--- src/shared/sfrw_pkg.sv ---
// Shared constants and types of the serial flash instruction sequencer
package sfrw_pkg;
  // ----------------------------------------------------------------
  // Instruction codes
  // ----------------------------------------------------------------
  localparam logic [7:0] STATUS_READ_CMD = 8'h05;
  localparam logic [7:0] READ_CMD = 8'h03;
  localparam logic [7:0] FAST_READ_CMD = 8'h0b;
  localparam logic [7:0] PAGE_REWRITE_CMD = 8'h0a;
  localparam logic [7:0] PAGE_PROGRAM_CMD = 8'h02;
  localparam logic [7:0] WRITE_PERMIT_CMD = 8'h06;
  // ----------------------------------------------------------------
  // Status byte layout and frame counts
  // ----------------------------------------------------------------
  localparam int BUSY_BIT = 0;
  localparam int PERMIT_BIT = 1;
  localparam logic [7:0] STATUS_RESET = 8'h00;
  localparam logic [2:0] ADDR_BYTES = 3'd3;
  localparam logic [2:0] FIRST_DATA_BYTE = 3'd4;
  localparam logic [2:0] BYTE_LAST_BIT = 3'd7;
  localparam logic [7:0] PAGE_LAST_OFFSET = 8'hff;
  // ----------------------------------------------------------------
  // Self-timed cycle durations
  // ----------------------------------------------------------------
  localparam int CLK_MHZ = 100;
  localparam int PAGE_REWRITE_TIME_US = 1000;
  localparam int PAGE_PROGRAM_TIME_US = 100;
  localparam int PAGE_REWRITE_CYC = PAGE_REWRITE_TIME_US * CLK_MHZ;
  localparam int PAGE_PROGRAM_CYC = PAGE_PROGRAM_TIME_US * CLK_MHZ;
  // ----------------------------------------------------------------
  // State encodings
  // ----------------------------------------------------------------
  typedef enum logic [2:0] {
    PH_CMD = 3'b000,
    PH_ADDR = 3'b001,
    PH_DUMMY = 3'b010,
    PH_RDATA = 3'b011,
    PH_WDATA = 3'b100,
    PH_STAT = 3'b101,
    PH_IGNORE = 3'b110
  } sfrw_phase_t;
  typedef enum logic [2:0] {
    EN_IDLE = 3'b000,
    EN_SCAN = 3'b001,
    EN_READ = 3'b010,
    EN_WRITE = 3'b011,
    EN_WAIT = 3'b100
  } sfrw_eng_t;
endpackage : sfrw_pkg

--- src/hdl/sfrw_core.sv ---
// Serial flash instruction sequencer: status, reads, page write/program
`timescale 1ns/1ns
// Functional notes
// RQ1 - Status byte returned anytime, repeated while clocked
// RQ2 - Busy flag bit0 high during internal cycle
// RQ3 - Permit latch reported; cleared latch refuses writes
// RQ4 - Bits 7..2 zero; flags not host writable
// RQ5 - Host should poll busy before new instruction
// RQ6 - Read: code, 24-bit address, data on falls
// RQ7 - Read address increments, wraps to zero
// RQ8 - Address bits 23..18 ignored
// RQ9 - Fast read inserts one dummy byte
// RQ10 - Select high ends read, stops driving
// RQ11 - Reads refused while internal cycle runs
// RQ12 - Write commands need permit latch set
// RQ13 - Host holds select through write sequence
// RQ14 - Page write stores sent bytes, keeps others
// RQ15 - Data past page end wraps to offset zero
// RQ16 - Only last 256 bytes kept
// RQ17 - Select rise off byte boundary discards write
// RQ18 - Select rise starts timed cycle, clears latch
// RQ19 - Page program only clears bits
// RQ20 - Protected pages never written
// RQ21 - Writes refused while internal cycle runs
// RQ22 - Host should batch bytes per page
// RQ23 - Serial data most significant bit first
// RQ24 - Codes 05h status, 03h read, 0Bh fast
// RQ25 - Codes 0Ah rewrite, 02h program, 1..256 bytes
// RQ26 - Select fall restarts decode at instruction byte
module sfrw_core #(
  parameter int ADDR_W = 18,
  parameter int FIFO_DEPTH = 16,
  parameter int PROT_PAGES = 256,
  parameter int REWRITE_CYC = sfrw_pkg::PAGE_REWRITE_CYC,
  parameter int PROGRAM_CYC = sfrw_pkg::PAGE_PROGRAM_CYC
) (
  input wire logic sys_clk_i,
  input wire logic sys_rst_i,
  input wire logic spi_clk_i,
  input wire logic spi_cs_n_i,
  input wire logic spi_mosi_i,
  output logic spi_miso_o,
  output logic spi_miso_oe_o,
  input wire logic protect_i,
  output logic [ADDR_W-1:0] mem_addr_o,
  output logic mem_rd_o,
  input wire logic [7:0] mem_rdata_i,
  output logic mem_wr_o,
  output logic [7:0] mem_wdata_o,
  output logic busy_flag_o,
  output logic write_permit_latch_o
);
  localparam int PAGE_W = ADDR_W - 8;
  localparam logic [PAGE_W-1:0] PROT_LIMIT = PAGE_W'(PROT_PAGES);

  // ----------------------------------------------------------------
  // Pin synchronisers and edge detection
  // ----------------------------------------------------------------
  logic [3:0] sync_q;
  logic sclk_q;
  logic cs_n_q;
  sfrw_sync #(.W(4), .RST_VAL(4'h4)) u_sync (
    .clk_i(sys_clk_i),
    .rst_i(sys_rst_i),
    .d_i({spi_clk_i, spi_cs_n_i, spi_mosi_i, protect_i}),
    .q_o(sync_q)
  );
  wire sclk_s = sync_q[3];
  wire cs_n_s = sync_q[2];
  wire mosi_s = sync_q[1];
  wire prot_s = sync_q[0];
  wire selected = !cs_n_s;
  wire sclk_rise = selected && sclk_s && !sclk_q;
  wire sclk_fall = selected && !sclk_s && sclk_q;
  wire cs_fall = !cs_n_s && cs_n_q;
  wire cs_rise = cs_n_s && !cs_n_q;

  // ----------------------------------------------------------------
  // Frame state
  // ----------------------------------------------------------------
  sfrw_pkg::sfrw_phase_t phase;
  sfrw_pkg::sfrw_phase_t next_phase;
  sfrw_pkg::sfrw_eng_t eng;
  logic [2:0] bit_cnt;
  logic [2:0] byte_cnt;
  logic [7:0] shift_in;
  logic [7:0] shift_out;
  logic [7:0] cmd;
  logic [ADDR_W-1:0] addr;
  logic [7:0] wr_off;
  logic fetching;
  logic rd_d;
  logic busy;
  logic write_permit_latch;
  logic [7:0] page_mem [256];
  logic [255:0] page_vld;
  logic [PAGE_W-1:0] eng_page;
  logic [7:0] eng_off;
  logic eng_prog;
  logic [31:0] tmr;
  logic fifo_in_ready;
  logic fifo_out_valid;
  logic [7:0] fifo_out_data;
  wire eng_active = (eng != sfrw_pkg::EN_IDLE);

  wire [7:0] next_byte = {shift_in[6:0], mosi_s}; // RQ23
  wire byte_done = sclk_rise && (bit_cnt == sfrw_pkg::BYTE_LAST_BIT);
  wire is_read = (cmd == sfrw_pkg::READ_CMD) ||
                 (cmd == sfrw_pkg::FAST_READ_CMD);
  wire [7:0] status_byte = {6'h00, write_permit_latch, busy}; // RQ4
  wire out_phase = (phase == sfrw_pkg::PH_STAT) ||
                   (phase == sfrw_pkg::PH_RDATA);
  wire load_out = sclk_fall && out_phase && (bit_cnt == 3'd0);
  wire pop = load_out && (phase == sfrw_pkg::PH_RDATA);

  // ----------------------------------------------------------------
  // Instruction decode
  // ----------------------------------------------------------------
  logic [7:0] dec_code;
  assign dec_code = next_byte;
  wire code_read = (dec_code == sfrw_pkg::READ_CMD) ||
                   (dec_code == sfrw_pkg::FAST_READ_CMD); // RQ24
  wire code_write = (dec_code == sfrw_pkg::PAGE_REWRITE_CMD) ||
                    (dec_code == sfrw_pkg::PAGE_PROGRAM_CMD); // RQ25
  wire addr_last = (byte_cnt == sfrw_pkg::ADDR_BYTES);

  always_comb begin
    next_phase = phase;
    unique case (phase)
      sfrw_pkg::PH_CMD: begin
        if (dec_code == sfrw_pkg::STATUS_READ_CMD) begin
          next_phase = sfrw_pkg::PH_STAT; // RQ1
        end else if (code_read) begin
          next_phase = busy ? sfrw_pkg::PH_IGNORE
                            : sfrw_pkg::PH_ADDR; // RQ11
        end else if (code_write) begin
          next_phase = (busy || !write_permit_latch) ? sfrw_pkg::PH_IGNORE
                                      : sfrw_pkg::PH_ADDR; // RQ12 RQ21 RQ3
        end else begin
          next_phase = sfrw_pkg::PH_IGNORE;
        end
      end
      sfrw_pkg::PH_ADDR: begin
        if (addr_last) begin
          if (!is_read) begin
            next_phase = sfrw_pkg::PH_WDATA;
          end else if (cmd == sfrw_pkg::FAST_READ_CMD) begin
            next_phase = sfrw_pkg::PH_DUMMY; // RQ9
          end else begin
            next_phase = sfrw_pkg::PH_RDATA; // RQ6
          end
        end
      end
      sfrw_pkg::PH_DUMMY: next_phase = sfrw_pkg::PH_RDATA;
      sfrw_pkg::PH_RDATA: next_phase = phase;
      sfrw_pkg::PH_WDATA: next_phase = phase;
      sfrw_pkg::PH_STAT: next_phase = phase;
      sfrw_pkg::PH_IGNORE: next_phase = phase;
      default: next_phase = sfrw_pkg::PH_IGNORE;
    endcase
  end

  // ----------------------------------------------------------------
  // Write acceptance at the end of the frame
  // ----------------------------------------------------------------
  wire at_boundary = (bit_cnt == 3'd0);
  wire prot_hit = prot_s && (addr[ADDR_W-1:8] < PROT_LIMIT);
  wire write_go = cs_rise && (phase == sfrw_pkg::PH_WDATA) &&
                  at_boundary && (byte_cnt > sfrw_pkg::FIRST_DATA_BYTE) &&
                  !prot_hit; // RQ17 RQ20
  wire permit_go = cs_rise && (cmd == sfrw_pkg::WRITE_PERMIT_CMD) &&
                   at_boundary && (byte_cnt == 3'd1) && !busy;

  // ----------------------------------------------------------------
  // Serial receive side
  // ----------------------------------------------------------------
  always_ff @(posedge sys_clk_i or posedge sys_rst_i) begin
    if (sys_rst_i) begin
      sclk_q <= 1'b0;
      cs_n_q <= 1'b1;
    end else begin
      sclk_q <= sclk_s;
      cs_n_q <= cs_n_s;
    end
  end

  always_ff @(posedge sys_clk_i or posedge sys_rst_i) begin
    if (sys_rst_i) begin
      phase <= sfrw_pkg::PH_CMD;
      bit_cnt <= 3'd0;
      byte_cnt <= 3'd0;
      shift_in <= 8'h00;
      cmd <= 8'h00;
    end else if (cs_fall) begin
      phase <= sfrw_pkg::PH_CMD; // RQ26
      bit_cnt <= 3'd0;
      byte_cnt <= 3'd0;
      cmd <= 8'h00;
    end else if (sclk_rise) begin
      bit_cnt <= bit_cnt + 3'd1;
      shift_in <= next_byte;
      if (byte_done) begin
        phase <= next_phase;
        if (byte_cnt != 3'd7) byte_cnt <= byte_cnt + 3'd1;
        if (phase == sfrw_pkg::PH_CMD) cmd <= dec_code;
      end
    end
  end

  // Address register also serves as the read pointer once fetching
  always_ff @(posedge sys_clk_i or posedge sys_rst_i) begin
    if (sys_rst_i) begin
      addr <= '0;
    end else if (sclk_rise && phase == sfrw_pkg::PH_ADDR) begin
      addr <= {addr[ADDR_W-2:0], mosi_s}; // RQ8
    end else if (fetching && !eng_active && !mem_rd_o && !rd_d &&
                 fifo_in_ready) begin
      addr <= addr + 1'b1; // RQ7
    end
  end

  // ----------------------------------------------------------------
  // Page buffer fill
  // ----------------------------------------------------------------
  always_ff @(posedge sys_clk_i or posedge sys_rst_i) begin
    if (sys_rst_i) begin
      wr_off <= 8'h00;
      page_vld <= '0;
    end else if (cs_fall && !busy) begin
      page_vld <= '0;
    end else if (byte_done) begin
      if (phase == sfrw_pkg::PH_ADDR && addr_last) begin
        wr_off <= next_byte;
      end else if (phase == sfrw_pkg::PH_WDATA) begin
        wr_off <= wr_off + 8'd1; // RQ15
        page_vld[wr_off] <= 1'b1; // RQ16
      end
    end
  end

  always_ff @(posedge sys_clk_i) begin
    if (byte_done && phase == sfrw_pkg::PH_WDATA) begin
      page_mem[wr_off] <= next_byte; // RQ16
    end
  end

  // ----------------------------------------------------------------
  // Read prefetch through the FIFO
  // ----------------------------------------------------------------
  sfrw_fifo #(.W(8), .DEPTH(FIFO_DEPTH)) u_fifo (
    .clk_i(sys_clk_i),
    .rst_i(sys_rst_i),
    .flush_i(!selected),
    .in_valid_i(rd_d && fetching),
    .in_ready_o(fifo_in_ready),
    .in_data_i(mem_rdata_i),
    .out_valid_o(fifo_out_valid),
    .out_ready_i(pop),
    .out_data_o(fifo_out_data)
  );

  always_ff @(posedge sys_clk_i or posedge sys_rst_i) begin
    if (sys_rst_i) begin
      fetching <= 1'b0;
    end else if (!selected) begin
      fetching <= 1'b0; // RQ10
    end else if (byte_done && phase == sfrw_pkg::PH_ADDR && addr_last &&
                 is_read) begin
      fetching <= 1'b1;
    end
  end

  // ----------------------------------------------------------------
  // Serial transmit side, shifted on falling clock edges
  // ----------------------------------------------------------------
  wire [7:0] out_byte = (phase == sfrw_pkg::PH_STAT) ? status_byte // RQ1
                      : (fifo_out_valid ? fifo_out_data : 8'h00);

  always_ff @(posedge sys_clk_i or posedge sys_rst_i) begin
    if (sys_rst_i) begin
      shift_out <= 8'h00;
      spi_miso_o <= 1'b0;
      spi_miso_oe_o <= 1'b0;
    end else if (!selected) begin
      spi_miso_oe_o <= 1'b0; // RQ10
    end else if (load_out) begin
      spi_miso_o <= out_byte[7]; // RQ23
      shift_out <= {out_byte[6:0], 1'b0};
      spi_miso_oe_o <= 1'b1;
    end else if (sclk_fall && out_phase) begin
      spi_miso_o <= shift_out[7]; // RQ6
      shift_out <= {shift_out[6:0], 1'b0};
    end
  end

  // ----------------------------------------------------------------
  // Self-timed page cycle engine
  // ----------------------------------------------------------------
  // Only sent bytes are touched, so the rest of the page keeps its data
  wire [7:0] wr_value = eng_prog ? (mem_rdata_i & page_mem[eng_off]) // RQ19
                                 : page_mem[eng_off]; // RQ14

  always_ff @(posedge sys_clk_i or posedge sys_rst_i) begin
    if (sys_rst_i) begin
      eng <= sfrw_pkg::EN_IDLE;
      eng_page <= '0;
      eng_off <= 8'h00;
      eng_prog <= 1'b0;
      tmr <= '0;
    end else begin
      if (tmr != 0) tmr <= tmr - 1;
      unique case (eng)
        sfrw_pkg::EN_IDLE: begin
          if (write_go) begin
            eng <= sfrw_pkg::EN_SCAN; // RQ18
            eng_page <= addr[ADDR_W-1:8];
            eng_off <= 8'h00;
            eng_prog <= (cmd == sfrw_pkg::PAGE_PROGRAM_CMD);
            tmr <= (cmd == sfrw_pkg::PAGE_PROGRAM_CMD) ? PROGRAM_CYC
                                                       : REWRITE_CYC;
          end
        end
        sfrw_pkg::EN_SCAN: begin
          if (page_vld[eng_off]) begin
            eng <= sfrw_pkg::EN_READ;
          end else if (eng_off == sfrw_pkg::PAGE_LAST_OFFSET) begin
            eng <= sfrw_pkg::EN_WAIT;
          end else begin
            eng_off <= eng_off + 8'd1;
          end
        end
        sfrw_pkg::EN_READ: eng <= sfrw_pkg::EN_WRITE;
        sfrw_pkg::EN_WRITE: begin
          if (eng_off == sfrw_pkg::PAGE_LAST_OFFSET) begin
            eng <= sfrw_pkg::EN_WAIT;
          end else begin
            eng <= sfrw_pkg::EN_SCAN;
            eng_off <= eng_off + 8'd1;
          end
        end
        sfrw_pkg::EN_WAIT: begin
          if (tmr == 0) eng <= sfrw_pkg::EN_IDLE;
        end
        default: eng <= sfrw_pkg::EN_IDLE;
      endcase
    end
  end

  // ----------------------------------------------------------------
  // Array port, shared by prefetch and engine (never both at once)
  // ----------------------------------------------------------------
  wire fetch_issue = fetching && !eng_active && !mem_rd_o && !rd_d &&
                     fifo_in_ready;
  wire eng_issue = (eng == sfrw_pkg::EN_SCAN) && page_vld[eng_off];

  always_ff @(posedge sys_clk_i or posedge sys_rst_i) begin
    if (sys_rst_i) begin
      mem_addr_o <= '0;
      mem_rd_o <= 1'b0;
      rd_d <= 1'b0;
      mem_wr_o <= 1'b0;
      mem_wdata_o <= 8'h00;
    end else begin
      rd_d <= mem_rd_o;
      mem_rd_o <= fetch_issue || eng_issue;
      mem_wr_o <= (eng == sfrw_pkg::EN_WRITE);
      if (eng_issue) mem_addr_o <= {eng_page, eng_off};
      else if (fetch_issue) mem_addr_o <= addr;
      if (eng == sfrw_pkg::EN_WRITE) mem_wdata_o <= wr_value;
    end
  end

  // ----------------------------------------------------------------
  // Status flags
  // ----------------------------------------------------------------
  always_ff @(posedge sys_clk_i or posedge sys_rst_i) begin
    if (sys_rst_i) begin
      busy <= sfrw_pkg::STATUS_RESET[sfrw_pkg::BUSY_BIT];
      write_permit_latch <= sfrw_pkg::STATUS_RESET[sfrw_pkg::PERMIT_BIT];
    end else begin
      if (write_go) begin
        busy <= 1'b1; // RQ2
        write_permit_latch <= 1'b0; // RQ18
      end else begin
        if (eng == sfrw_pkg::EN_WAIT && tmr == 0) busy <= 1'b0; // RQ2
        if (permit_go) write_permit_latch <= 1'b1; // RQ3
      end
    end
  end

  assign busy_flag_o = busy;
  assign write_permit_latch_o = write_permit_latch;
endmodule : sfrw_core

--- src/hdl/sfrw_sync.sv ---
// Two-stage synchroniser for pins entering the system clock domain
`timescale 1ns/1ns
module sfrw_sync #(
  parameter int W = 1,
  parameter logic [W-1:0] RST_VAL = '0
) (
  input wire logic clk_i,
  input wire logic rst_i,
  input wire logic [W-1:0] d_i,
  output logic [W-1:0] q_o
);
  logic [W-1:0] meta;

  always_ff @(posedge clk_i or posedge rst_i) begin
    if (rst_i) begin
      meta <= RST_VAL;
      q_o <= RST_VAL;
    end else begin
      meta <= d_i;
      q_o <= meta;
    end
  end
endmodule : sfrw_sync

--- src/hdl/sfrw_fifo.sv ---
// Flushable synchronous FIFO with valid/ready on both sides
`timescale 1ns/1ns
module sfrw_fifo #(
  parameter int W = 8,
  parameter int DEPTH = 16
) (
  input wire logic clk_i,
  input wire logic rst_i,
  input wire logic flush_i,
  input wire logic in_valid_i,
  output logic in_ready_o,
  input wire logic [W-1:0] in_data_i,
  output logic out_valid_o,
  input wire logic out_ready_i,
  output logic [W-1:0] out_data_o
);
  localparam int AW = $clog2(DEPTH);
  logic [W-1:0] mem [DEPTH];
  logic [AW:0] wr_ptr;
  logic [AW:0] rd_ptr;
  wire push = in_valid_i & in_ready_o;
  wire pop = out_valid_o & out_ready_i;

  assign in_ready_o = !((wr_ptr[AW] != rd_ptr[AW]) &&
                        (wr_ptr[AW-1:0] == rd_ptr[AW-1:0]));
  assign out_valid_o = (wr_ptr != rd_ptr);
  assign out_data_o = mem[rd_ptr[AW-1:0]];

  always_ff @(posedge clk_i or posedge rst_i) begin
    if (rst_i) begin
      wr_ptr <= '0;
      rd_ptr <= '0;
    end else if (flush_i) begin
      wr_ptr <= '0;
      rd_ptr <= '0;
    end else begin
      if (push) wr_ptr <= wr_ptr + 1'b1;
      if (pop) rd_ptr <= rd_ptr + 1'b1;
    end
  end

  always_ff @(posedge clk_i) begin
    if (push && !flush_i) mem[wr_ptr[AW-1:0]] <= in_data_i;
  end
endmodule : sfrw_fifo

--- config.mk ---
export PLATFORM = sky130hd
export DESIGN_NAME = sfrw_core
export DESIGN_NICKNAME = d
export VERILOG_FILES = /design/src/shared/sfrw_pkg.sv /design/src/hdl/sfrw_core.sv /design/src/hdl/sfrw_sync.sv /design/src/hdl/sfrw_fifo.sv
export SDC_FILE = /design/constraint.sdc
export NUM_CORES = 2
export LEC_CHECK = 0
export CORE_ASPECT_RATIO = 0.7
export CORE_MARGIN = 2
export CORE_UTILIZATION = 30
export CTS_BUF_LIST = sky130_fd_sc_hd__clkbuf_16
export CTS_CLUSTER_SIZE = 28
export DETAILED_ROUTE_END_ITERATION = 12
export DONT_BUFFER_PORTS = 1
export PLACE_DENSITY = 0.46
export SLEW_MARGIN = 15
export SYNTH_ARGS = -nofsm -noshare
export SYNTH_HDL_FRONTEND = slang
export SYNTH_SLANG_ARGS = --single-unit
--- constraint.sdc ---
create_clock -name sys_clk_i -period 25.5 [get_ports sys_clk_i]
set_clock_uncertainty 0.15 [all_clocks]
set_input_delay 3.825 -clock sys_clk_i [delete_from_list [all_inputs] [get_ports sys_clk_i]]
set_output_delay 3.825 -clock sys_clk_i [all_outputs]
set_load 0.02 [all_outputs]
==> metrics <==
Leak 38.0 nW; crit path kind reg2reg; layout cells sized above 1 24.2%; asr flop ratio synth 16.2%; Critical Path Start Type register; final hold viol count 0; multiplexer share of the synthesized area 16.9%; routed len/inst 29.0 um; number of cell rows 179; f_max 142 MHz; Total Routed Length 294 mm; Remaining Overflow, GRT 0; RSZ-0062 raised after global routing false; top post-synthesis cells by area edfxtp_1 (64%), mux4_2 (17%), dfrtp_1 (10%), nor2_1 (3.2%), clkbuf_1 (0.64%); pwr/cell area 77.3 nW/um^2; Synth Area per Inst 19.4 sq um; Post-synth EDFFs 2176; Yosys cell types 67; Synth top cells by count edfxtp_1 (2176), nor2_1 (879), mux4_2 (750); CTS Buffer Depth 4; status complete, no violations; die width 702 um; area of the die 346000 sq um; CP max FO 45; CP max stage cell a221oi_1; post-synthesis compound-gate area fraction 1.92%; ANT nets after route 0; Mapped Cells 5262; period utilisation layout 27.7%; CP Capture Type register; Layout Nets 5429; GRT Total Usage 16.7%; DP Area 108000 sq um; simple-gate portion of the synthesized area 4.85%; final slew viol count 0; IO Count 46; final worst slack 18.44 ns; clock latency at the later pin of the worst-skew pair 0.89 ns; Slew Limit Headroom 18.4%; Adder-Cell Fraction of Synth Area 0.257%; vias in the first global route 51.4k; CTS Buf Count 275; clock slew at reported path FFs 0.07 ns; Max Cap Viol 0; Initial DRC Count 5886; gpl congestion 0.780; vias per cell 5.13; largest net degree at the start of global routing 177; Ys Warns 0; TritonCTS clock tree done; worst hold path type reg2reg; post-synth net total 5297; worst vdd ir 0.0628 mV; cts repair resizes 0; post-route design area 116000 sq um; Period minus WS final 7.07 ns; Most common cell on crit path buf_4; Synth Cell Area 102000 sq um; combinational family with the most area after synthesis multiplexers; Post-route DRC 0; Critical Path RT 26.08 ns; HPWL Detailed 180 mm; worst slack, placed 18.22 ns; Fin Setup TNS 0 ns; Initial Util 30.1%; share of the synthesized area in the top cell type 63.9%; post-synth top area cell edfxtp_1; Yosys reg bits 2597; Initial DRT Pass Iterations 7; Vias 52.0k; setup repair bufs after CTS 0; Post-Synth XOR/XNOR Area 0.360%; clock sinks 2597; Port Buf Inserts 0; Root Buffer clkbuf_16; Top FF cell, synth edfxtp_1; critical path arrival 7.65 ns; crit-path cells buf_4 -> buf_4 -> buf_4 -> buf_4 -> mux4_2 -> mux4_2 -> a22o_1 -> a221oi_1 -> o22ai_1 -> o22ai_1 -> o21ai_0; first-pass GRT wire length 412 mm; Max stage delay on crit path 0.96 ns; post-synthesis sequential area ratio 74.2%; CTS H-tree depth 5; hold-fix buffers at CTS 0; count leader, synth edfxtp_1; die height 492 um; initial antenna violation count 35; P&R area growth vs syn 13.8%; Least-Margin Pin Slew 1.22 ns; Final setup viols 0; core area 340000 sq um
metrics by stage:
| stage | hold WS (ns) | std cells | util [%] | power (W) |
|---|---|---|---|---|
| floorplan | 0.181 | 5262 | - | 0.00510 |
| finish | 0.197 | 10100 | 34.3 | 0.00900 |
| CTS | 0.199 | 10100 | 34.3 | 0.00910 |
| global route | 0.210 | 10100 | 34.3 | 0.00929 |
| global placement | 0.190 | 9641 | 31.8 | 0.00522 |
| detailed placement | 0.186 | 9642 | 31.8 | 0.00524 |
per-layer routing:
layer / share of wire [%] / track usage [%]
met1: 48 / 26.7
met4: 1.9 / 3.49
met3: 8.3 / 4.08
met2: 41 / 22.9
met5: 0.0048 / 0
area by class of cell:
cell class | instances | area [sq um]
multi-input cells | 2335 | 25000
clock buffers | 284 | 7110
well taps | 4525 | 5660
repair buffers | 156 | 1220
inverters | 29 | 116
fillers | 32000 | 223000
flip-flops and latches | 2597 | 75900
diodes | 2 | 5.00
clock inverters | 201 | 1330
where the power goes:
| group | total, W | internal, W | switching [W] |
|---|---|---|---|
| registers | 0.00488 | 0.00482 | 0.0000539 |
| logic | 0.000269 | 0.0000172 | 0.000252 |
| clock network | 0.00385 | 0.00216 | 0.00170 |
| total | 0.00900 | 0.00700 | 0.00200 |
final timing paths:
path	start	endpoint	slack (ns)	cells past startpoint
min	u_sync.meta[3]	u_sync.q_o[3]	0.20	0
min in group asynchronous	sys_rst_i	mem_addr_o[16]	2.88	1
max in group asynchronous	sys_rst_i	page_vld[46]	19.22	4
min reg2reg	u_sync.meta[3]	u_sync.q_o[3]	0.20	0
max reg2reg	eng_off[0]	mem_wdata_o[5]	18.44	11
max	eng_off[0]	mem_wdata_o[5]	18.44	11
critical path, delay by kind of cell (launching register included):
kind | cells | cell delay (ns)
buffers and inverters | 4 | 3.01
AOI/OAI and AO/OA | 5 | 1.73
DFF | 1 | 0.70
muxes | 2 | 1.16
flip-flops by register name (all words and copies together) (netlist names), 10 cells and up:
register / count
mem_addr_o: 18
tmr: 32
u_fifo.mem: 128
eng_page: 10
page_mem: 2048
addr: 18
page_vld: 256
kinds of logic after synthesis:
family | Yosys count
compound gates | 281
xor+xnor | 42
fa+ha+maj | 21
buf+inv | 330
flops | 2597
mux | 790
simple gates | 1201
cells in the final DEF, fill, tap and decap left out, types with 19 or more instances in the layout:
cell       instances
nor2_2            20
clkinv_2          32
dfrtp_1          403
o21ai_0           42
clkbuf_16        284
inv_1            100
nand3_1           23
ha_1              21
mux4_2           750
buf_4            152
edfxtp_1        2176
o22ai_1           20
nor3_1            24
a221oi_1          22
a22o_1            39
mux2i_1           23
a22oi_1           34
a21o_1            19
nor2_1           858
xnor2_1           28
nand2_1          139
a21oi_1           51
clkinv_1          52
No activity file was read; power rests on OpenSTA's default activity.
